[src/verilog/bsc_pkg.sv]
// Constants, register layout and command helpers for the bridge
// system-error cause flags and port option register.
// Assumes one PCI clock domain and configuration accesses by dword offset.
`default_nettype none

package bsc_pkg;

  //////////////////////////////////////////////////////////////////////////
  // Register offsets (byte address of the configuration dword)
  localparam logic [7:0]  SERR_STATUS_OFS = 8'h68; // Cause flags
  localparam logic [7:0]  PORT_OPT_OFS    = 8'h74; // Port options

  //////////////////////////////////////////////////////////////////////////
  // Cause flag field: bits 23:16, all in byte lane 2
  localparam int          STAT_LSB   = 16;         // Field low bit
  localparam int          STAT_W     = 8;          // Number of causes
  localparam int          STAT_LANE  = 2;          // Byte enable lane
  localparam logic [7:0]  STAT_RESET = 8'h00;      // All clear at reset

  // Cause index inside the field (bit = STAT_LSB + index)
  localparam int CAUSE_ADDR_PAR  = 0; // Address parity, either bus
  localparam int CAUSE_PW_PAR    = 1; // Posted write data parity
  localparam int CAUSE_PW_RETRY  = 2; // Posted write retry limit
  localparam int CAUSE_PW_TABORT = 3; // Target abort on posted write
  localparam int CAUSE_PW_MABORT = 4; // Master abort on posted write
  localparam int CAUSE_DW_RETRY  = 5; // Delayed write retry limit
  localparam int CAUSE_DR_NODATA = 6; // Delayed read got no data
  localparam int CAUSE_DT_TMO    = 7; // Delayed transaction timeout

  //////////////////////////////////////////////////////////////////////////
  // Port option field: 16 bits in lanes 0 and 1
  localparam int          OPT_W            = 16;
  localparam int          OPT_PRI_RD_ALIAS = 1;  // Primary read alias
  localparam int          OPT_PRI_WR_ALIAS = 2;  // Primary write alias
  localparam int          OPT_SEC_RD_ALIAS = 3;  // Secondary read alias
  localparam int          OPT_SEC_WR_ALIAS = 4;  // Secondary write alias
  localparam int          OPT_LONG_LOCK    = 9;  // Long request on lock
  localparam int          OPT_SEC_HOLD     = 10; // Secondary holds request
  localparam int          OPT_PRI_HOLD     = 11; // Primary holds request
  localparam logic [15:0] OPT_WMASK        = 16'h0E1E; // Writable bits
  localparam logic [15:0] OPT_RESET        = 16'h0C00; // Hold bits set

  //////////////////////////////////////////////////////////////////////////
  // Bus command codes used by retry matching
  localparam logic [3:0] CMD_MEM_RD      = 4'h6; // Memory read
  localparam logic [3:0] CMD_MEM_WR      = 4'h7; // Memory write
  localparam logic [3:0] CMD_MEM_RD_MULT = 4'hC; // Read multiple
  localparam logic [3:0] CMD_MEM_RD_LINE = 4'hE; // Read line
  localparam logic [3:0] CMD_MEM_WR_INV  = 4'hF; // Write and invalidate

  // Folds an aliased command onto its base command when enabled
  function automatic logic [3:0] norm_cmd(input logic [3:0] cmd,
                                          input logic       rd_alias,
                                          input logic       wr_alias);
    logic [3:0] res;
    res = cmd;
    if (rd_alias && (cmd == CMD_MEM_RD_MULT || cmd == CMD_MEM_RD_LINE)) begin
      res = CMD_MEM_RD;
    end
    if (wr_alias && cmd == CMD_MEM_WR_INV) begin
      res = CMD_MEM_WR;
    end
    return res;
  endfunction : norm_cmd

endpackage : bsc_pkg

`default_nettype wire

[src/verilog/bsc_match_if.sv]
// Interface between the register block and one retry command matcher.
// Assumes the owner drives commands and alias enables on the PCI clock.
`timescale 1ns/10ps
`default_nettype none

interface bsc_match_if;
  logic [3:0] queued_cmd; // Command of the queued delayed transaction
  logic [3:0] retry_cmd;  // Command of the repeated transaction
  logic       rd_alias;   // Read command aliasing enabled
  logic       wr_alias;   // Write command aliasing enabled
  logic       match;      // Registered match result

  modport matcher (input queued_cmd, retry_cmd, rd_alias, wr_alias,
                   output match);
  modport owner   (output queued_cmd, retry_cmd, rd_alias, wr_alias,
                   input match);
endinterface : bsc_match_if

`default_nettype wire

[src/verilog/bsc_cmd_match.sv]
// Retry command matcher for one port of the bridge.
// Assumes commands are stable in the cycle they are presented; the
// answer appears one clock later.
`timescale 1ns/10ps
`default_nettype none

module bsc_cmd_match (
  input  wire logic     clk, // PCI clock
  input  wire logic     rst, // Synchronous reset, active high
  bsc_match_if.matcher  m    // Commands in, match out
);

  ////////////////////////////////////////////////////////////////////////////
  // State
  typedef struct packed {
    logic match; // Registered comparison
  } bsc_match_state_t;

  bsc_match_state_t q;      // Current state
  bsc_match_state_t next_q; // Next state

  // Both sides folded the same way, so exact match falls out when off
  always_comb begin
    next_q       = q;
    next_q.match = bsc_pkg::norm_cmd(m.queued_cmd, m.rd_alias, m.wr_alias) ==
                   bsc_pkg::norm_cmd(m.retry_cmd, m.rd_alias, m.wr_alias);
  end

  // Register the state
  always_ff @(posedge clk) begin
    if (rst) begin
      q <= '0;
    end else begin
      q <= next_q;
    end
  end

  assign m.match = q.match;
endmodule : bsc_cmd_match

`default_nettype wire

[src/verilog/bsc_regs.sv]
// Bridge system-error cause flags and port option register, with the
// request hold logic of the internal primary and secondary masters.
// Assumes all inputs are synchronous to the PCI clock and that
// configuration reads and writes are single-cycle strobes.
//
// Function
// - Flag address parity error system-error assertion
// - Flag posted write data parity error
// - Flag posted write retry limit exhausted
// - Flag target abort on posted write
// - Flag master abort on posted write
// - Flag delayed write retry limit exhausted
// - Flag delayed read with no data
// - Flag delayed transaction master timeout
// - Primary read retries alias to memory read
// - Primary write-invalidate aliases to memory write
// - Secondary read retries alias to memory read
// - Secondary write-invalidate aliases to memory write
// - Option enables long request on lock
// - Secondary master hold request option, default set
// - Primary master hold request option, default set
// - Reserved option bits read zero, unwritable
// - Per-cause disable suppresses system-error output
`timescale 1ns/10ps
`default_nettype none

module bsc_regs (
  input  wire logic        clk,              // PCI clock
  input  wire logic        rst,              // Synchronous reset, high
  // Configuration access
  input  wire logic        cfg_rd,           // Read strobe
  input  wire logic        cfg_wr,           // Write strobe
  input  wire logic [7:0]  cfg_addr,         // Dword byte address
  input  wire logic [3:0]  cfg_be,           // Byte enables
  input  wire logic [31:0] cfg_wdata,        // Write data
  output var  logic [31:0] cfg_rdata,        // Read data, registered
  // System-error causes
  input  wire logic        serr_enable,      // Command register enable
  input  wire logic [7:0]  serr_disable,     // Per-cause disable mask
  input  wire logic [7:0]  serr_event,       // Cause pulses
  output var  logic        primary_system_error_out_n, // Low one cycle
  // Retry command matching
  input  wire logic [3:0]  pri_queued_cmd,   // Primary queued command
  input  wire logic [3:0]  pri_retry_cmd,    // Primary retried command
  output var  logic        pri_cmd_match,    // Primary match
  input  wire logic [3:0]  sec_queued_cmd,   // Secondary queued command
  input  wire logic [3:0]  sec_retry_cmd,    // Secondary retried command
  output var  logic        sec_cmd_match,    // Secondary match
  // Primary internal master
  input  wire logic        pri_pending,      // FIFO has transactions
  input  wire logic        pri_frame,        // Master drives FRAME_L
  input  wire logic        pri_target_term,  // Target terminated
  input  wire logic        pri_lock,         // Lock cycle in progress
  output var  logic        pri_req_n,        // REQ_L of primary master
  // Secondary internal master
  input  wire logic        sec_pending,      // FIFO has transactions
  input  wire logic        sec_frame,        // Master drives FRAME_L
  input  wire logic        sec_target_term,  // Target terminated
  input  wire logic        sec_lock,         // Lock cycle in progress
  output var  logic        sec_req_n,        // REQ_L of secondary master
  output var  logic        lock_long_req_en  // Long lock request mode
);

  ////////////////////////////////////////////////////////////////////////////
  // State: index 0 of the master vectors is primary, 1 is secondary
  typedef struct packed {
    logic [7:0]  flags;     // Sticky cause flags
    logic [15:0] opt;       // Port option register
    logic [31:0] rdata;     // Read data holding register
    logic        serr_n;    // System-error output, low active
    logic [1:0]  req_n;     // Request outputs, low active
    logic [1:0]  dropped;   // Request released for this tenure
    logic        long_lock; // Copy of the long lock option
  } bsc_state_t;

  bsc_state_t q;      // Current state
  bsc_state_t next_q; // Next state

  ////////////////////////////////////////////////////////////////////////////
  // Decodes shared by the update logic and the checks
  logic [7:0]  set_vec;  // Causes that actually drive the output
  logic        wr_stat;  // Write to the cause flag register
  logic        wr_opt;   // Write to the port option register
  logic [7:0]  clr_vec;  // Ones written to the flag field
  logic [15:0] opt_wm;   // Writable option bits under byte enables
  logic [1:0]  hold;     // Master keeps its request through FRAME_L
  logic [1:0]  pending;  // Per-master FIFO pending
  logic [1:0]  frame;    // Per-master FRAME_L driven
  logic [1:0]  term;     // Per-master target termination
  logic [1:0]  lock;     // Per-master lock cycle

  assign pending = {sec_pending, pri_pending};
  assign frame   = {sec_frame, pri_frame};
  assign term    = {sec_target_term, pri_target_term};
  assign lock    = {sec_lock, pri_lock};

  // A cause counts only when its disable is clear and enable is set
  assign set_vec = serr_event & ~serr_disable & {8{serr_enable}};

  // Register hits
  assign wr_stat = cfg_wr && cfg_addr == bsc_pkg::SERR_STATUS_OFS &&
                   cfg_be[bsc_pkg::STAT_LANE];
  assign wr_opt  = cfg_wr && cfg_addr == bsc_pkg::PORT_OPT_OFS;

  // Only ones clear; zeros in the data leave the flags alone
  assign clr_vec = wr_stat ? cfg_wdata[bsc_pkg::STAT_LSB +: bsc_pkg::STAT_W]
                           : bsc_pkg::STAT_RESET;

  // Reserved bits fall outside the mask and never change
  assign opt_wm = wr_opt ? (bsc_pkg::OPT_WMASK & {{8{cfg_be[1]}}, {8{cfg_be[0]}}})
                         : 16'h0000;

  // Hold option, or a lock cycle under the long lock option
  assign hold[0] = q.opt[bsc_pkg::OPT_PRI_HOLD] ||
                   (lock[0] && q.opt[bsc_pkg::OPT_LONG_LOCK]);
  assign hold[1] = q.opt[bsc_pkg::OPT_SEC_HOLD] ||
                   (lock[1] && q.opt[bsc_pkg::OPT_LONG_LOCK]);

  ////////////////////////////////////////////////////////////////////////////
  // Next state
  always_comb begin
    next_q = q;

    // Set beats clear, so an event in the clearing cycle survives
    next_q.flags = (q.flags & ~clr_vec) | set_vec;

    // Output goes low for one cycle after each cycle with a qualifying cause
    next_q.serr_n = ~|set_vec;

    // Port option write, masked by writable bits
    next_q.opt = (q.opt & ~opt_wm) | (cfg_wdata[bsc_pkg::OPT_W-1:0] & opt_wm);

    // Long lock mode is exported for the arbiter side
    next_q.long_lock = q.opt[bsc_pkg::OPT_LONG_LOCK];

    // Read data is latched on the strobe and held until the next read
    if (cfg_rd) begin
      case (cfg_addr)
        bsc_pkg::SERR_STATUS_OFS: begin
          next_q.rdata = 32'h0000_0000;
          next_q.rdata[bsc_pkg::STAT_LSB +: bsc_pkg::STAT_W] = q.flags;
        end
        bsc_pkg::PORT_OPT_OFS: begin
          next_q.rdata = {16'h0000, q.opt};
        end
        default: begin
          next_q.rdata = 32'h0000_0000; // Unowned offsets read zero
        end
      endcase
    end

    // Request per master; a released request returns once the
    // transaction ends and the FIFO still has work
    for (int i = 0; i < 2; i++) begin
      if (!pending[i]) begin
        // Nothing pending: request withdrawn
        next_q.dropped[i] = 1'b0;
      end else if (q.dropped[i]) begin
        // Stay released while this tenure is still running
        next_q.dropped[i] = frame[i] || term[i];
      end else begin
        // Release on FRAME_L unless holding, always on termination
        next_q.dropped[i] = !q.req_n[i] &&
                            ((frame[i] && !hold[i]) || term[i]);
      end
      next_q.req_n[i] = !(pending[i] && !next_q.dropped[i]);
    end
  end

  ////////////////////////////////////////////////////////////////////////////
  // Register the state
  always_ff @(posedge clk) begin
    if (rst) begin
      q         <= '0;
      q.flags   <= bsc_pkg::STAT_RESET;
      q.opt     <= bsc_pkg::OPT_RESET;
      q.serr_n  <= 1'b1;
      q.req_n   <= 2'b11;
    end else begin
      q <= next_q;
    end
  end

  ////////////////////////////////////////////////////////////////////////////
  // Retry matchers, one per port, each with its own alias options
  bsc_match_if pri_m ();
  bsc_match_if sec_m ();

  assign pri_m.queued_cmd = pri_queued_cmd;
  assign pri_m.retry_cmd  = pri_retry_cmd;
  assign pri_m.rd_alias   = q.opt[bsc_pkg::OPT_PRI_RD_ALIAS];
  assign pri_m.wr_alias   = q.opt[bsc_pkg::OPT_PRI_WR_ALIAS];
  assign sec_m.queued_cmd = sec_queued_cmd;
  assign sec_m.retry_cmd  = sec_retry_cmd;
  assign sec_m.rd_alias   = q.opt[bsc_pkg::OPT_SEC_RD_ALIAS];
  assign sec_m.wr_alias   = q.opt[bsc_pkg::OPT_SEC_WR_ALIAS];

  // Primary port matcher
  bsc_cmd_match u_pri_match (
    .clk (clk),
    .rst (rst),
    .m   (pri_m.matcher)
  );

  // Secondary port matcher
  bsc_cmd_match u_sec_match (
    .clk (clk),
    .rst (rst),
    .m   (sec_m.matcher)
  );

  ////////////////////////////////////////////////////////////////////////////
  // Outputs, all straight from flip-flops
  assign cfg_rdata                  = q.rdata;
  assign primary_system_error_out_n = q.serr_n;
  assign pri_req_n                  = q.req_n[0];
  assign sec_req_n                  = q.req_n[1];
  assign lock_long_req_en           = q.long_lock;
  assign pri_cmd_match              = pri_m.match;
  assign sec_cmd_match              = sec_m.match;
endmodule : bsc_regs

`default_nettype wire

[config.mk]
export PLATFORM = sky130hd
export DESIGN_NAME = bsc_regs
export DESIGN_NICKNAME = d
export VERILOG_FILES = /design/src/verilog/bsc_pkg.sv /design/src/verilog/bsc_match_if.sv /design/src/verilog/bsc_cmd_match.sv /design/src/verilog/bsc_regs.sv
export SDC_FILE = /design/constraint.sdc
export NUM_CORES = 1
export LEC_CHECK = 0
export BUFFER_PORTS_ARGS = -buffer_cell sky130_fd_sc_hd__buf_2
export CAP_MARGIN = 30
export CORE_ASPECT_RATIO = 0.9
export CORE_MARGIN = 5
export CORE_UTILIZATION = 44
export CTS_BUF_LIST = sky130_fd_sc_hd__clkbuf_8
export DETAILED_ROUTE_END_ITERATION = 16
export PLACE_DENSITY = 0.84
export SETUP_SLACK_MARGIN = 0.2
export SYNTH_ARGS = -nofsm -noshare
export SYNTH_HDL_FRONTEND = slang
export SYNTH_SLANG_ARGS = --single-unit
[constraint.sdc]
create_clock -name clk -period 3.75 [get_ports clk]
set_clock_uncertainty 0.15 [all_clocks]
set_input_delay 0.75 -clock clk [delete_from_list [all_inputs] [get_ports clk]]
set_output_delay 0.75 -clock clk [all_outputs]
set_load 0.02 [all_outputs]
==> results.cfg, run 1 <==
[placement]
gp_congestion = 0.840
port-buffer-count = 91
detailed_place_hpwl_um = 4130
placed_cell_area_um2 = 2570
dp.cells = 382
pre_cts_slack_ns = 1.58

[sta]
slew-limit-headroom = 0.653
finalCriticalPeriod_ns = 1.84
rsz0062_at_grt = false
hold_viol_final = 0
final.setup.tns_ns = 0
setup_slack_ns = 1.91
fmax_ghz = 0.542
tightest_slew_ns = 0.516
period_share = 0.492
setup_viol = 0
slew_viol_final = 0

[power]
power_density_nw_per_um2 = 356
vdd_drop_max_v = 0.000159
leakage_nw = 1.18

[clocking]
cts_tree = yes
clk_pin_slew_ns = 0.07
numCtsBuffers = 5
cts_resized = 0
cts_max_path_buffers = 2
clk-insertion-delay-late_ns = 0.28
cts-hold-fix-buffers = 0
clock-sinks = 38
htreeDepth = 2
cts_root_buf = clkbuf_8
post_cts_buffers = 0

[yosys]
yosysSeqAreaShare = 0.339
yosysMostFrequentCell = dfxtp_1
ys_seq_elements = 38
yosys-top-cells-count = dfxtp_1 (38), buf_4 (32), nand2_1 (24)
yosys_warnings = 0
postSynthCellCount = 251
syn_area_um2 = 2250
synth-async-reset-ratio = 0
synth-main-ff-cell = dfxtp_1
synth_top_area_frac = 0.339
synth_cell_types = 39
synth_top_area_cell = dfxtp_1
avgSynthCellArea_um2 = 8.95
synth_area_leaders = dfxtp_1 (34%), buf_4 (11%), nand3b_1 (6.7%)
synth_edf_count = 0

[final_layout]
fin_cells = 390
fill_cells = 457
area_growth_pct = 20.5
nets = 413
final_layout_size_suffix_gt1_frac = 0.351
stdcell_area_um2 = 2710
diodes = 0

[global_routing]
grt_use_total = 0.151
grt_pass1_vias = 1957
antenna_found_initial = 0
overflow = 0
grt_pass1_wl_um = 8370
grt_start_max_net_pins = 31

[floorplanning]
initial_utilization = 0.459
core_um2 = 4890
pin_count = 127
die_area_um2 = 6640
die_w_um = 85.3
die_h_um = 77.8
rows = 24

[status]
status = completed

[route]
vias_per_cell = 5.10
firstDrtPassIters = 4
final_antenna_net_count = 0
drt-initial-drc-count = 99
routed_wirelength_um = 5150
wl_per_cell_um = 13.2
remaining_drc_errors = 0
vias = 1988

[critical_path]
arrival_ns = 1.87
crit_start = cfg_addr[5]
critPathCaptureType = flip-flop
cp-start-kind = input pin
cp_max_fo = 3
crit_type = in2reg
cp.required_ns = 3.77

[run]
maxCapViolCount = 0

[worst_hold_path]
hold_path_class = reg2reg
min_from = sec_req_n$_SDFF_PP1_
==> worst max-delay path, stage by stage <==
cell      delay [ns]
buf_2           0.17
nand4b_4        0.18
nor4_4          0.39
mux2_2          0.37
==> power by group <==
| group | total, mW | switching (mW) | internal (mW) | leakage, nW |
|---|---|---|---|---|
| clock network | 0.408 | 0.142 | 0.266 | 0.0683 |
| logic | 0.139 | 0.0797 | 0.0589 | 0.806 |
| registers | 0.416 | 0.00429 | 0.412 | 0.308 |
==> per-layer routing <==
layer	global-route usage	wire length, um	share of wire
met4	0.0443	55	0.011
met2	0.267	2570	0.50
met1	0.181	2130	0.41
met3	0.0381	390	0.076
met5	0	0	0
==> stage by stage <==
step                      utilization  hold WS, ns  power [mW]
after floorplan                     -        0.291       0.514
after global placement          0.525        0.302       0.559
after detailed placement        0.525        0.314       0.564
after CTS                       0.553        0.321       0.972
after global routing            0.553        0.334        1.01
final                           0.553        0.320       0.963
==> cell usage in the layout, fill, tap and decap left out, drive strengths merged, types with 2 or more instances in the layout <==
master / n
a311oi: 5
clkbuf: 5
nor4: 4
and4b: 2
o2111ai: 2
xnor2: 4
buf: 91
conb: 17
nand4b: 4
a221oi: 2
inv: 12
nand2b: 7
dfxtp: 38
nand4: 2
nand2: 24
nor2: 9
mux2i: 6
or2: 3
o21ai: 5
o22ai: 3
nand3b: 20
o31ai: 15
nor2b: 13
mux2: 3
nor3b: 5
bufinv: 2
a21oi: 10
and3b: 3
==> cell type report <==
cell class	instances	area (um^2)	area share
well taps	65	81.3	0.0300
clock buffers	5	68.8	0.0254
multi-input cells	176	1230	0.453
repair buffers	91	455	0.168
inverters	12	45.0	0.0166
clock inverters	3	68.8	0.0254
flip-flops and latches	38	761	0.281
==> logic make-up after synthesis <==
kind of cell              Yosys count  share of synthesized area
AOI/OAI and AO/OA                  46                      0.141
buffers and inverters              53                      0.142
and+or+nand+nor                    99                      0.315
xor gates and xnor gates            5                     0.0195
other                               1                    0.00167
DFF                                38                      0.339
muxes                               9                     0.0418
==> worst paths after layout <==
kind	endpoint	slack (ns)	cells after the start
setup reg to reg	u_sec_match.m.match$_SDFF_PP0_	2.40	3
hold / removal	q[2]$_SDFF_PP0_	0.32	1
setup / recovery	flip-flop	1.91	4
hold reg to reg	q[2]$_SDFF_PP0_	0.32	1
Power figures use the tool's default switching activity.
==> inputs of run 2 (changes only) <==
--- a/config.mk
+++ b/config.mk
@@ -5,14 +5,15 @@
 export SDC_FILE = /design/constraint.sdc
 export NUM_CORES = 1
 export LEC_CHECK = 0
+export ABC_AREA = 1
 export BUFFER_PORTS_ARGS = -buffer_cell sky130_fd_sc_hd__buf_2
 export CAP_MARGIN = 30
 export CORE_ASPECT_RATIO = 0.9
 export CORE_MARGIN = 5
-export CORE_UTILIZATION = 44
+export CORE_UTILIZATION = 40
 export CTS_BUF_LIST = sky130_fd_sc_hd__clkbuf_8
 export DETAILED_ROUTE_END_ITERATION = 16
-export PLACE_DENSITY = 0.84
+export PLACE_DENSITY = 0.83
 export SETUP_SLACK_MARGIN = 0.2
 export SYNTH_ARGS = -nofsm -noshare
 export SYNTH_HDL_FRONTEND = slang
==> constraint.sdc (replaced) <==
create_clock -name clk -period 1.6 [get_ports clk]
set_clock_uncertainty 0.15 [all_clocks]
set_input_delay 0.32 -clock clk [delete_from_list [all_inputs] [get_ports clk]]
set_output_delay 0.32 -clock clk [all_outputs]
set_load 0.02 [all_outputs]
==> results.cfg, run 2 <==
[clocking]
cts_resized = 0
cts_tree = yes
cts_root_buf = clkbuf_8
clock-sinks = 38
clk_pin_slew_ns = 0.07
cts-hold-fix-buffers = 0
post_cts_buffers = 0
htreeDepth = 2
cts_max_path_buffers = 2
clk-insertion-delay-late_ns = 0.28
numCtsBuffers = 5

[global_routing]
grt_pass1_vias = 1843
grt_use_total = 0.148
overflow = 0
antenna_found_initial = 0
grt_pass1_wl_um = 7980
grt_start_max_net_pins = 31

[floorplanning]
core_um2 = 4860
pin_count = 127
die_area_um2 = 6530
die_h_um = 77.1
initial_utilization = 0.412
die_w_um = 84.6
rows = 24

[route]
wl_per_cell_um = 11.4
vias_per_cell = 4.57
drt-initial-drc-count = 58
remaining_drc_errors = 0
routed_wirelength_um = 4840
firstDrtPassIters = 4
vias = 1941
final_antenna_net_count = 0

[final_layout]
area_growth_pct = 22.4
diodes = 0
final_util = 0.504
final_layout_size_suffix_gt1_frac = 0.308
final_cell_mix = buf_2 (91), nand2_1 (56), dfxtp_1 (38)
fill_cells = 522
final_common_cell = buf_2
fin_cells = 425
stdcell_area_um2 = 2450
multi_input_area_um2 = 922
ff_latch_area_um2 = 761
nets = 448

[placement]
pre_cts_slack_ns = 0.111
gp_congestion = 0.743
placed_cell_area_um2 = 2340
port-buffer-count = 91
detailed_place_hpwl_um = 4000
dp.cells = 417

[critical_path]
critical_path.cell_chain = buf_2
r2r_slack_ns = 0.43
crit_family = flip-flops
critPathCaptureType = output pin
crit_type = reg2out
rr_endpoint = pri_req_n$_SDFF_PP1_
critPathMaxStageDelay_ns = 0.35
reg2reg_depth = 5
arrival_ns = 0.81
crit_start = cfg_rdata[20]$_SDFFE_PP0P_
cp-start-kind = flip-flop
path_buf_inv = 1
slowest_stage = dfxtp_1
cp_max_fo = 2
cp.required_ns = 1.13

[sta]
rsz0062_at_grt = false
setup_viol = 0
finalCriticalPeriod_ns = 1.28
slew_viol_final = 0
fmax_ghz = 0.783
fin_hold_ws_ns = 0.0910
setup_slack_ns = 0.323
hold_viol_final = 0
final.setup.tns_ns = 0
period_share = 0.798

[worst_hold_path]
min_from = cfg_wdata[10]
holdPathStages = 3
hold_path_class = in2reg

[status]
status = completed

[power]
clkPwrFrac = 0.370
pwr-share-comb = 0.156
vdd_drop_max_v = 0.000370
finalPower_mw = 2.11
power.switching_uw = 536
leakage_nw = 1.25
p_seq_frac = 0.474
sw_frac_of_total = 0.255
power_density_nw_per_um2 = 859
p_int_mw = 1.57

[yosys]
postSynthCellCount = 282
synth_top_area_frac = 0.380
synth_cell_types = 23
yosysMostFrequentCell = nand2_1
ys_seq_elements = 38
yosys_warnings = 0
synth_edf_count = 0
yosysSeqAreaShare = 0.380
synth_area_leaders = dfxtp_1 (38%), buf_4 (12%), nand2_1 (10%)
syn_area_um2 = 2000
avgSynthCellArea_um2 = 7.10
synth_top_area_cell = dfxtp_1
synth-main-ff-cell = dfxtp_1
yosys-top-cells-count = nand2_1 (56), dfxtp_1 (38), buf_4 (32)
synth-async-reset-ratio = 0

[run]
maxCapViolCount = 0
run 2: cell types whose count changed after synthesis, sizes merged, moves of 12 or more:
cell,change
nand3,+18
a21oi,+19
inv,+15
nand2,+32
nand3b,-12
o21ai,+21
o31ai,-15
nor2,+20
nor2b,-13
run 2: worst max path at each step:
stage | depth (start not counted) | slack [ns] | endpoint
after floorplan | 7 | 0.37 | q[58]$_SDFF_PP0_
after global placement | 7 | 0.17 | q[57]$_SDFF_PP0_
after detailed placement | 7 | 0.11 | q[59]$_SDFF_PP0_
after CTS | 1 | 0.32 | cfg_rdata[20]
after global routing | 5 | 0.28 | pri_req_n$_SDFF_PP1_
final | 1 | 0.32 | cfg_rdata[20]
run 2: cell type report:
cell class / count / area share
clock inverters: 3 / 0.0163
well taps: 65 / 0.0332
clock buffers: 5 / 0.0281
inverters: 27 / 0.0413
repair buffers: 94 / 0.195
flip-flops and latches: 38 / 0.310
multi-input cells: 193 / 0.376
run 2: logic make-up after synthesis:
family                 share of synthesized area
flip-flops                                 0.380
AO/OA/AOI/OAI                              0.155
other                                    0.00187
buffers and inverters                      0.190
XOR/XNOR                                 0.00875
AND/OR/NAND/NOR                            0.265
run 2: per-layer routing:
layer  share of wire  up-vias  routed length [um]  track usage
met5               0        -                   0            0
met4           0.015        0                  71       0.0506
met3           0.093        7                 449       0.0461
met2            0.45       87                2160        0.238
met1            0.45      838                2160        0.186
li1                -     1009                   -            -
run 2: power by group through the flow:
stage               Combinational, mW  Sequential, mW  Clock, mW
floorplan                       0.229            1.03          0
global placement                0.320            1.02          0
detailed placement              0.329            1.02          0
CTS                             0.330           0.999      0.812
global route                    0.369            1.00      0.857
finish                          0.328           0.999      0.780
